[src/design/wdt_pkg.sv]
// Shared constants and types of the watchdog timing core.
package wdt_pkg;

  // ---------------------------------------------------------------------
  // Register byte offsets
  // ---------------------------------------------------------------------
  localparam logic [7:0] OFS_CTRL = 8'h00;
  localparam logic [7:0] OFS_DIV = 8'h04;
  localparam logic [7:0] OFS_RESTART = 8'h08;
  localparam logic [7:0] OFS_STATUS = 8'h0c;
  localparam logic [7:0] OFS_MASK = 8'h10;

  // ---------------------------------------------------------------------
  // Field positions
  // ---------------------------------------------------------------------
  // Main control register.
  localparam int CTRL_TIMEOUT_FLAG = 7;
  localparam int CTRL_TIMEOUT_IE = 6;
  localparam int CTRL_TSEL_MSB = 5;
  localparam int CTRL_UNLOCK = 4;
  localparam int CTRL_RESET_EN = 3;
  // Divider control register.
  localparam int DIV_SEL_MSB = 4;
  localparam int DIV_EW_FLAG = 3;
  localparam int DIV_EW_IE = 2;
  // Sticky event bits in status and mask registers.
  localparam int EVT_EARLY = 0;
  localparam int EVT_TIMEOUT = 1;
  localparam int EVT_RESET = 2;
  localparam int EVT_W = 3;

  // ---------------------------------------------------------------------
  // Reset values and timing counts
  // ---------------------------------------------------------------------
  localparam logic [3:0] TSEL_RESET = 4'h0;
  localparam logic [2:0] DIV_SEL_RESET = 3'h0;
  localparam logic [EVT_W-1:0] MASK_RESET = 3'h0;
  // The unlock bit drops by itself this many cycles after being set.
  localparam logic [2:0] UNLOCK_CYCLES = 3'h4;
  // Shortest time-out in divided cycles; each select step doubles it.
  localparam logic [20:0] BASE_COUNT = 21'h000800;
  // Highest defined time-out select code.
  localparam logic [3:0] TSEL_MAX = 4'h9;

  // Which half of the double time-out interval is running.
  typedef enum logic {
    PHASE_EARLY,
    PHASE_FINAL
  } phase_t;

endpackage

[src/design/slow_clock_divider.sv]
// Odd-factor divider turning slow-oscillator ticks into count enables.
module slow_clock_divider (
  // Clock, reset and freeze.
  input wire logic i_clock,
  input wire logic i_reset,
  input wire logic i_clk_en,
  // One pulse per slow-oscillator cycle.
  input wire logic i_slow_tick,
  // Divisor select, code k divides by 2k+1.
  input wire logic [2:0] i_select,
  // One pulse per divided watchdog clock cycle.
  output logic o_count_enable
);

  typedef struct packed {
    logic [3:0] count;
    logic pulse;
  } div_state_t;

  div_state_t s;
  div_state_t next_s;
  logic [3:0] last;

  // -------------------------------------------------------------------
  // Modulo-N counter
  // -------------------------------------------------------------------
  // The terminal value is N-1 = 2k, so a select change takes effect at
  // once; a count already past the new end wraps on the next tick.
  always_comb begin
    last = {i_select, 1'b0};
    next_s = s;
    next_s.pulse = 1'b0;
    if (i_slow_tick) begin
      if (s.count >= last) begin
        next_s.count = 4'h0;
        next_s.pulse = 1'b1;
      end else begin
        next_s.count = s.count + 4'h1;
      end
    end
  end

  // State register, frozen while the clock enable is low.
  always_ff @(posedge i_clock) begin
    if (i_reset) begin
      s <= '0;
    end else if (i_clk_en) begin
      s <= next_s;
    end
  end

  assign o_count_enable = s.pulse;

endmodule

[src/design/watchdog_timer.sv]
// Watchdog timing core with AHB-Lite registers and interrupt.
//
// The implementer's own choices: the AHB-Lite register port and the placing of the registers.

// Functional notes
// Counting clock is slow oscillator divided by 1,3,5..15 per select.
// Time-out select gives 2048 divided cycles, doubling per code to 1M.
// First expiry is early warning; second equal period is final time-out.
// Software never programs time-out select codes 1010 to 1111.
// Divider select 001 advances the counter once per three ticks.
// First expiry sets early-warning flag when its enable is set.
// Second expiry sets time-out flag when interrupt operation is on.
// Unlock bit clears itself four cycles after being written one.
// Divider select MSB sits at bit 4, low bits at 1:0.
// Divider is a modulo-N counter pulsing the counter every N ticks.
module watchdog_timer
  import wdt_pkg::*;
(
  // Clock, reset and freeze.
  input wire logic i_clock,
  input wire logic i_reset,
  input wire logic i_clk_en,
  // Slow oscillator, one pulse per 128 kHz cycle.
  input wire logic i_slow_tick,
  // AHB-Lite slave.
  input wire logic i_hsel,
  input wire logic [31:0] i_haddr,
  input wire logic [1:0] i_htrans,
  input wire logic i_hwrite,
  input wire logic [2:0] i_hsize,
  input wire logic [31:0] i_hwdata,
  input wire logic i_hready,
  output logic [31:0] o_hrdata,
  output logic o_hreadyout,
  output logic o_hresp,
  // Results.
  output logic o_irq,
  output logic o_system_reset
);

  typedef struct packed {
    logic timeout_irq_enable;
    logic system_reset_enable;
    logic [3:0] timeout_length_select;
    logic [2:0] slow_clock_divisor_select;
    logic early_warning_irq_enable;
    logic [EVT_W-1:0] status;
    logic [EVT_W-1:0] mask;
    logic [2:0] unlock_count;
    logic [20:0] count;
    phase_t phase;
    logic sys_reset;
    logic pend_write;
    logic [7:0] pend_addr;
    logic [31:0] rdata;
  } wdt_state_t;

  wdt_state_t s;
  wdt_state_t next_s;
  logic count_enable;
  logic unlocked;
  logic running;
  logic restart;
  logic addr_phase;
  logic [3:0] tsel_eff;
  logic [20:0] limit;
  logic [7:0] wbyte;
  logic [EVT_W-1:0] clear;
  logic [EVT_W-1:0] set;

  // -------------------------------------------------------------------
  // Divider
  // -------------------------------------------------------------------
  slow_clock_divider u_divider (
    .i_clock(i_clock),
    .i_reset(i_reset),
    .i_clk_en(i_clk_en),
    .i_slow_tick(i_slow_tick),
    .i_select(s.slow_clock_divisor_select),
    .o_count_enable(count_enable)
  );

  // -------------------------------------------------------------------
  // Register read view
  // -------------------------------------------------------------------
  // Reads sample state at the address phase, so a write still in its
  // data phase is not yet visible to a read issued right behind it.
  function automatic logic [7:0] read_view(wdt_state_t st, logic [7:0] a);
    logic [7:0] v;
    v = 8'h00;
    case (a)
      OFS_CTRL: begin
        v[CTRL_TIMEOUT_FLAG] = st.status[EVT_TIMEOUT];
        v[CTRL_TIMEOUT_IE] = st.timeout_irq_enable;
        v[CTRL_TSEL_MSB] = st.timeout_length_select[3];
        v[CTRL_UNLOCK] = (st.unlock_count != 3'h0);
        v[CTRL_RESET_EN] = st.system_reset_enable;
        v[2:0] = st.timeout_length_select[2:0];
      end
      OFS_DIV: begin
        v[DIV_SEL_MSB] = st.slow_clock_divisor_select[2];
        v[DIV_EW_FLAG] = st.status[EVT_EARLY];
        v[DIV_EW_IE] = st.early_warning_irq_enable;
        v[1:0] = st.slow_clock_divisor_select[1:0];
      end
      OFS_STATUS: v[EVT_W-1:0] = st.status;
      OFS_MASK: v[EVT_W-1:0] = st.mask;
      default: v = 8'h00;
    endcase
    return v;
  endfunction

  // -------------------------------------------------------------------
  // Next-state logic
  // -------------------------------------------------------------------
  always_comb begin
    next_s = s;
    next_s.sys_reset = 1'b0;
    clear = '0;
    set = '0;
    restart = 1'b0;
    wbyte = i_hwdata[7:0];
    unlocked = (s.unlock_count != 3'h0);
    running = s.timeout_irq_enable | s.system_reset_enable;
    // Reserved select codes are held to the longest defined length.
    tsel_eff = (s.timeout_length_select > TSEL_MAX) ?
               TSEL_MAX : s.timeout_length_select;
    limit = BASE_COUNT << tsel_eff;

    // Unlock window counts down to closed.
    if (unlocked) begin
      next_s.unlock_count = s.unlock_count - 3'h1;
    end

    // Data phase of a write; the address was captured one cycle before.
    if (s.pend_write) begin
      case (s.pend_addr)
        OFS_CTRL: begin
          next_s.timeout_irq_enable = wbyte[CTRL_TIMEOUT_IE];
          // Length changes and reset-enable clears need the window.
          if (unlocked) begin
            next_s.timeout_length_select =
              {wbyte[CTRL_TSEL_MSB], wbyte[2:0]};
          end
          if (wbyte[CTRL_RESET_EN] || unlocked) begin
            next_s.system_reset_enable = wbyte[CTRL_RESET_EN];
          end
          if (wbyte[CTRL_UNLOCK]) begin
            next_s.unlock_count = UNLOCK_CYCLES;
          end
          clear[EVT_TIMEOUT] = wbyte[CTRL_TIMEOUT_FLAG];
        end
        OFS_DIV: begin
          next_s.slow_clock_divisor_select =
            {wbyte[DIV_SEL_MSB], wbyte[1:0]};
          next_s.early_warning_irq_enable = wbyte[DIV_EW_IE];
          clear[EVT_EARLY] = wbyte[DIV_EW_FLAG];
        end
        OFS_RESTART: restart = 1'b1;
        OFS_STATUS: clear = wbyte[EVT_W-1:0];
        OFS_MASK: next_s.mask = wbyte[EVT_W-1:0];
        default: ;
      endcase
    end

    // Time-out counter, paced by the divider pulse.
    if (!running || restart) begin
      next_s.count = 21'h0;
      next_s.phase = PHASE_EARLY;
    end else if (count_enable) begin
      if (s.count == limit - 21'h1) begin
        next_s.count = 21'h0;
        case (s.phase)
          PHASE_EARLY: begin
            next_s.phase = PHASE_FINAL;
            set[EVT_EARLY] = s.early_warning_irq_enable;
          end
          PHASE_FINAL: begin
            next_s.phase = PHASE_EARLY;
            if (s.timeout_irq_enable) begin
              set[EVT_TIMEOUT] = 1'b1;
              // With reset also on, the interrupt is spent and the next
              // double time-out resets the system.
              if (s.system_reset_enable) begin
                next_s.timeout_irq_enable = 1'b0;
              end
            end else if (s.system_reset_enable) begin
              next_s.sys_reset = 1'b1;
              set[EVT_RESET] = 1'b1;
            end
          end
          default: next_s.phase = PHASE_EARLY;
        endcase
      end else begin
        next_s.count = s.count + 21'h1;
      end
    end

    // A hardware set in the same cycle as a clear wins.
    next_s.status = (s.status & ~clear) | set;

    // Address phase capture.
    addr_phase = i_hsel && i_htrans[1] && i_hready;
    next_s.pend_write = addr_phase && i_hwrite;
    next_s.pend_addr = i_haddr[7:0];
    if (addr_phase && !i_hwrite) begin
      next_s.rdata = {24'h000000, read_view(s, i_haddr[7:0])};
    end
  end

  // -------------------------------------------------------------------
  // State register
  // -------------------------------------------------------------------
  always_ff @(posedge i_clock) begin
    if (i_reset) begin
      s <= '0;
      s.timeout_length_select <= TSEL_RESET;
      s.slow_clock_divisor_select <= DIV_SEL_RESET;
      s.mask <= MASK_RESET;
      s.phase <= PHASE_EARLY;
    end else if (i_clk_en) begin
      s <= next_s;
    end
  end

  // -------------------------------------------------------------------
  // Outputs
  // -------------------------------------------------------------------
  // Zero-wait slave: every transfer completes with OKAY.
  assign o_hreadyout = 1'b1;
  assign o_hresp = 1'b0;
  assign o_hrdata = s.rdata;
  assign o_irq = |(s.status & s.mask);
  assign o_system_reset = s.sys_reset;

endmodule

[config.mk]
export PLATFORM = sky130hd
export DESIGN_NAME = watchdog_timer
export DESIGN_NICKNAME = d
export VERILOG_FILES = /design/src/design/wdt_pkg.sv /design/src/design/slow_clock_divider.sv /design/src/design/watchdog_timer.sv
export SDC_FILE = /design/constraint.sdc
export NUM_CORES = 1
export LEC_CHECK = 0
export ABC_CLOCK_PERIOD_IN_PS = 8700
export BUFFER_PORTS_ARGS = -buffer_cell sky130_fd_sc_hd__buf_4
export CAP_MARGIN = 25
export CORE_ASPECT_RATIO = 1.2
export CORE_MARGIN = 4
export CORE_UTILIZATION = 35
export CTS_CLUSTER_DIAMETER = 100
export CTS_CLUSTER_SIZE = 12
export DETAILED_ROUTE_END_ITERATION = 16
export GPL_TIMING_DRIVEN = 0
export SYNTH_ARGS = -nofsm -noshare
export SYNTH_HDL_FRONTEND = slang
export SYNTH_SLANG_ARGS = --single-unit
[constraint.sdc]
create_clock -name i_clock -period 8.7 [get_ports i_clock]
set_input_delay 0.435 -clock i_clock [delete_from_list [all_inputs] [get_ports i_clock]]
set_output_delay 0.435 -clock i_clock [all_outputs]
set_load 0.02 [all_outputs]
Word-level counts from Yosys, hierarchy flattened
Cells that the tools add are included.

cells by class
  add/subtract/negate cells = 4
  $lt $le $gt $ge = 2
  eq/ne operators = 8
  shift-type cells = 1
  mux-type cells = 43
  bitwise gates (word level) = 6
  reductions and logical operators = 22

operator list
  operator               number
  $mux 3                 9
  $eq 8x4->1 const B     3
  $mux 23                1
  $mux 22                1
  $add 21x1->21 const B  1
  $eq 21x21->1           1
  $mux 21                1
  $shl 12x4->21 const A  1
  $sub 21x1->21 const B  1
  $mux 1                 18
  $eq 8x3->1 const B     2
  $eq 8x5->1 const B     2
  $logic_not 8->1        2
  $mux 4                 4
  $pmux 3 s4             1
  $mux 10                1
  $reduce_and 3->1       3
  $reduce_and 4->1       2
  $and 3x3->3            2
  $mux 6                 1
  $pmux 1 s2             3
  $reduce_and 2->1       3
  $add 4x1->4 const B    1
  $ge 4x4->1             1
  14 further kinds       21

word-level totals
  bits in registers = 64
  bits of input ports = 76
  output and inout bits = 36

Logic depth before layout (Yosys ltp)
  depth in word-level cells = 11
  depth in mapped cells = 14
  depth with buffers taken out = 10

By module
A second synthesis with hierarchy kept.

unflattened totals
  cells, all modules = 471
  area, all modules = 3950.0 um^2

modules (own cells, without submodules)
  module              instances  cells each  area an instance (um^2)
  watchdog_timer      1          433         3617.2
  slow_clock_divider  1          38          332.8

Worst setup path before layout
Ideal clock, no wire load.

  kind = register to register
  start point = reg s[79] (netlist name)
  end point = reg s[70] (netlist name)
  library setup time = 0.070 ns
  arrival time = 2.970 ns
  required time = 8.630 ns
  slack = 5.660 ns
  cell stages (with the launch flop) = 12
  path buffers = 3
  clock period less this slack = 3.040 ns
  cells stage by stage = dfxtp_1 > clkbuf_1 > nand3b_1 > ha_1 > clkbuf_1 > xnor2_1 > xnor2_1 > a2111o_1 > or4_1 > clkbuf_1 > or4_1 > a21oi_1

on the way
  cells in the longest elaborated chain, start to end = 9

ends and longest elaborated chain
  what                    RTL line               source
  start, declared         watchdog_timer.sv:58   wdt_state_t s;
  start signal, assigned  watchdog_timer.sv:222  s <= next_s;
  $gt 4x4->1              watchdog_timer.sv:126  tsel_eff = (s.timeout_length_select > TSEL_MAX) ?
  $mux 4 (*)              watchdog_timer.sv:126
  $shl 12x4->21 (*)       watchdog_timer.sv:128  limit = BASE_COUNT << tsel_eff;
  $sub 21x1->21 (*)       watchdog_timer.sv:171  if (s.count == limit - 21'h1) begin
  $eq 21x21->1 (*)        watchdog_timer.sv:171
  $mux 3 (*)              watchdog_timer.sv:171
  $mux 3 (*)              watchdog_timer.sv:170  end else if (count_enable) begin
  $mux 3 (*)              watchdog_timer.sv:167  if (!running || restart) begin
  $or 3x3->3 (*)          watchdog_timer.sv:200  next_s.status = (s.status & ~clear) | set;

Every way passes the cells marked *; elsewhere a longest branch is shown, timed or not.
A chain may end at the register's enable or synchronous reset.

Worst setup path in the final report
  start point = reg s[79] (netlist name)
  end point = reg s[56] (netlist name)

on the way
  cells in the longest elaborated chain, start to end = 8

ends and longest elaborated chain
  what               RTL line
  $gt 4x4->1         watchdog_timer.sv:126
  $mux 4 (*)         watchdog_timer.sv:126
  $shl 12x4->21 (*)  watchdog_timer.sv:128
  $sub 21x1->21 (*)  watchdog_timer.sv:171
  $eq 21x21->1 (*)   watchdog_timer.sv:171
  $mux 21 (*)        watchdog_timer.sv:171
  $mux 23 (*)        watchdog_timer.sv:170
  $mux 22 (*)        watchdog_timer.sv:167

Every way passes the cells marked *; elsewhere a longest branch is shown, timed or not. The select of a mux whose other input is x is not followed.

==> summary.md <==
| Metric | Value |
|---|---|
| Status | `completed` |
| EDFF count, synth | `0` |
| Area of all placed cells without fillers | `approximately 4400 sq um` |
| Syn_area_per_cell | `roughly 7.8 sq um` |
| Sequential area share after synthesis | `a little over a third` |
| Crit Path Max Fanout | `10` |
| Final #Nets | `about 620` |
| Share of cells above drive strength 1 | `15.8%` |
| Gate count of the mapped netlist | `about 470` |
| Core Box Area | `slightly above 10000 sq um` |
| Reg-to-reg critical path startpoint | `s[79]` |
| Endpoints failing hold | `0` |
| Post-CTS Setup Inserts | `0` |
| Sequential Power Share | `a little over two fifths` |
| R2r setup slk | `5.19 ns` |
| Clock skew | `between 0.007 and 0.008 ns` |
| Seq. cell area | `1280 sq um` |
| #FFs+latches synth | `64` |
| Antenna diodes | `0` |
| PortBufs | `31` |
| Worst-skew pair later-pin latency | `~0.33 ns` |
| Initial drt markers | `between 100 and 150` |
| Count leader, synth | `dfxtp_1` |
| Synth top area cells | `dfxtp_1 35%, mux2i_1 7.4%, buf_4 7.0%, nor2_1 6.1%, nand2_1 4.6%` |
| Crit path DAT | `between 3 and 4 ns` |
| Dpl cells | `648` |
| Synth Flop Type | `dfxtp_1` |
| NetSw | `~0.00017 W` |
| Post-DP Area | `4140 sq um` |
| Initial Util | `36.2%` |
| Routed Antenna Nets | `0` |
| Std cell rows | `40` |
| DR WL/cell | `between 10 and 15 microns` |
| Fmax | `285 MHz` |
| WP data required | `between 8 and 9 ns` |
| Clock buffer depth | `2` |
| Overflow after GRT | `0` |
| CTS resizes | `0` |
| Ports | `about 110` |
| Cell-internal power | `approximately 0.00052 W` |
| CTS tree | `built` |
| Initial antenna violation count | `0` |
| CTS Buf Count | `9` |
| Net Sw Frac | `between 20% and 30%` |
| First-pass GRT wire length | `about 15000 microns` |
| CP Launch Point | `s[79]` |
| Worst-Margin Slew | `~0.97 ns` |
| Clock share of power | `between 40% and 50%` |
| Maximum level of the CTS H-tree | `3` |
| Share of async-settable or async-resettable flops after synthesis | `0%` |
| Drt pass-1 iters | `4` |
| Critical path class | `reg2reg` |
| Post-synth top cells | `64 x dfxtp_1, 60 x nor2_1, 45 x nand2_1, 34 x buf_4, 27 x mux2i_1` |
| Die width | `about 100 microns` |
| GRT Total Usage | `around 16%` |
| Hold Path Class | `in2reg` |
| Die H | `between 100 and 150 microns` |
| DRC | `0` |
| DR vias/cell | `5.07` |
| Max-Cap Viols | `0` |
| Synth Warn # | `0` |
| Root buf cell | `clkbuf_16` |
| Vias in the first global route | `between 3000 and 4000` |
| Die ar. | `about 12000 sq um` |
| Hold Buf Count CTS | `0` |
| Leakage power | `between 1.5 and 2 nW` |
| Worst vdd ir | `about 96 uV` |
| FILL cells | `between 1000 and 1500` |
| Fin crit period | `about 3.5 ns` |
| Syn-to-layout area delta | `20.1%` |
| Final Max Slew Viols | `0` |
| Gpl congestion | `roughly 0.82` |
| Comb power frac | `a little over a tenth` |
| Startpoint Class | `flip-flop` |
| CTS clk-pin slew, worst paths | `0.05 ns` |
| Post-route clock period utilization | `between 40% and 50%` |
| Synth Cell Area | `3660 sq um` |
| RSZ-0062 raised after global routing | `no` |
| Hold path start | `i_hwdata[5]` |
| Final TNS setup | `0 ns` |
| Clock sinks | `64` |
| Pwr per Cell Area | `roughly 160 nW/um^2` |
| Synth cell types | `50` |
| Worst rel slew slack | `34.8%` |
| Via count | `between 3000 and 4000` |
| Post-DP HPWL | `approximately 7000 microns` |
| Yosys top cell area share | `between 30% and 40%` |
| # setup viols final | `0` |
| DRT Wirelength | `just over 9000 microns` |
| Layout Cells excl Fill | `around 660` |
| Largest net degree at the start of global routing | `11` |
| Area of the multi-input gates | `roughly 2000 sq um` |
| Top cell type by total area after synthesis | `dfxtp_1` |
| Critical Path Sink Type | `flip-flop` |
[logic make-up after synthesis]
| group | Yosys count | share of synthesized area, % |
|---|---|---|
| simple gates | 196 | 25.9 |
| compound gates | 82 | 14.7 |
| buf+inv | 78 | 11.8 |
| flops | 64 | 35.0 |
| mux | 27 | 7.38 |
| xor+xnor | 10 | 2.39 |
| fa+ha+maj | 8 | 2.73 |
| other cells | 2 | 0.205 |
[power by group through the flow]
| stage | clock, W | combinational, W | sequential [W] |
|---|---|---|---|
| after floorplan | 0 | 0.0000559 | 0.000310 |
| after global placement | 0 | 0.0000735 | 0.000311 |
| after detailed placement | 0 | 0.0000753 | 0.000311 |
| after CTS | 0.000322 | 0.0000756 | 0.000305 |
| after global routing | 0.000334 | 0.0000857 | 0.000306 |
| final | 0.000315 | 0.0000757 | 0.000305 |
[routing by layer]
metal	GRT usage, %	share of wire, %
met1	19.7	44
met2	26.5	50
met3	3.37	3.5
met5	0	0
met4	5.32	1.9
[metrics by stage]
stage	power (W)	setup WS (ns)	util (%)	hold WS, ns
after floorplan	0.000366	5.66	-	0.432
after global placement	0.000384	5.26	41.0	0.436
after detailed placement	0.000386	5.23	41.0	0.448
after CTS	0.000703	5.20	43.5	0.344
after global routing	0.000726	4.94	43.5	0.361
final	0.000695	5.19	43.5	0.343
[placed cells by master (no fill, tap or decap), types with 7 or more instances in the layout]
cell type and count:
and3_1 8, clkbuf_1 25, nor3_1 20, buf_4 65
inv_1 18, clkbuf_16 9, mux2i_1 27, nor2_1 60
o21ai_0 17, nand2_1 45, or4_1 7, nand4_1 7
dfxtp_1 64, nand2b_1 7, a21oi_1 23, conb_1 26
ha_1 8, nand3_1 21
[flip-flops by register name (all words and copies together), names as in the netlist]
name,flops
u_divider.s,4
u_divider.o_count_enable,1
o_system_reset,1
o_hrdata,8
s,50
[critical path, stage by stage (launching register included)]
cell	delay, ns
dfxtp_1	0.45
clkbuf_1	0.39
nor2_1	0.09
nand2_1	0.08
ha_1	0.13
clkbuf_1	0.31
xnor2_1	0.18
xnor2_1	0.10
a2111o_1	0.38
or4_1	0.47
clkbuf_1	0.18
clkbuf_1	0.28
a22oi_1	0.24
o21ai_0	0.10
[final timing paths]
check              endpoint  cells past startpoint
max                   s[56]                     13
min                   s[80]                      3
max reg2reg           s[56]                     13
min reg2reg  o_system_reset                      2
[cell type report]
type	instances	area share (%)
clock buffer	11	5.29
timing repair buffer	31	5.29
buffer	59	8.14
clock inverter	4	0.512
inverter	19	1.68
sequential	64	29.1
multi-input combinational	349	46.4
tap	126	3.58
No activity file was read; power rests on OpenSTA's default activity.
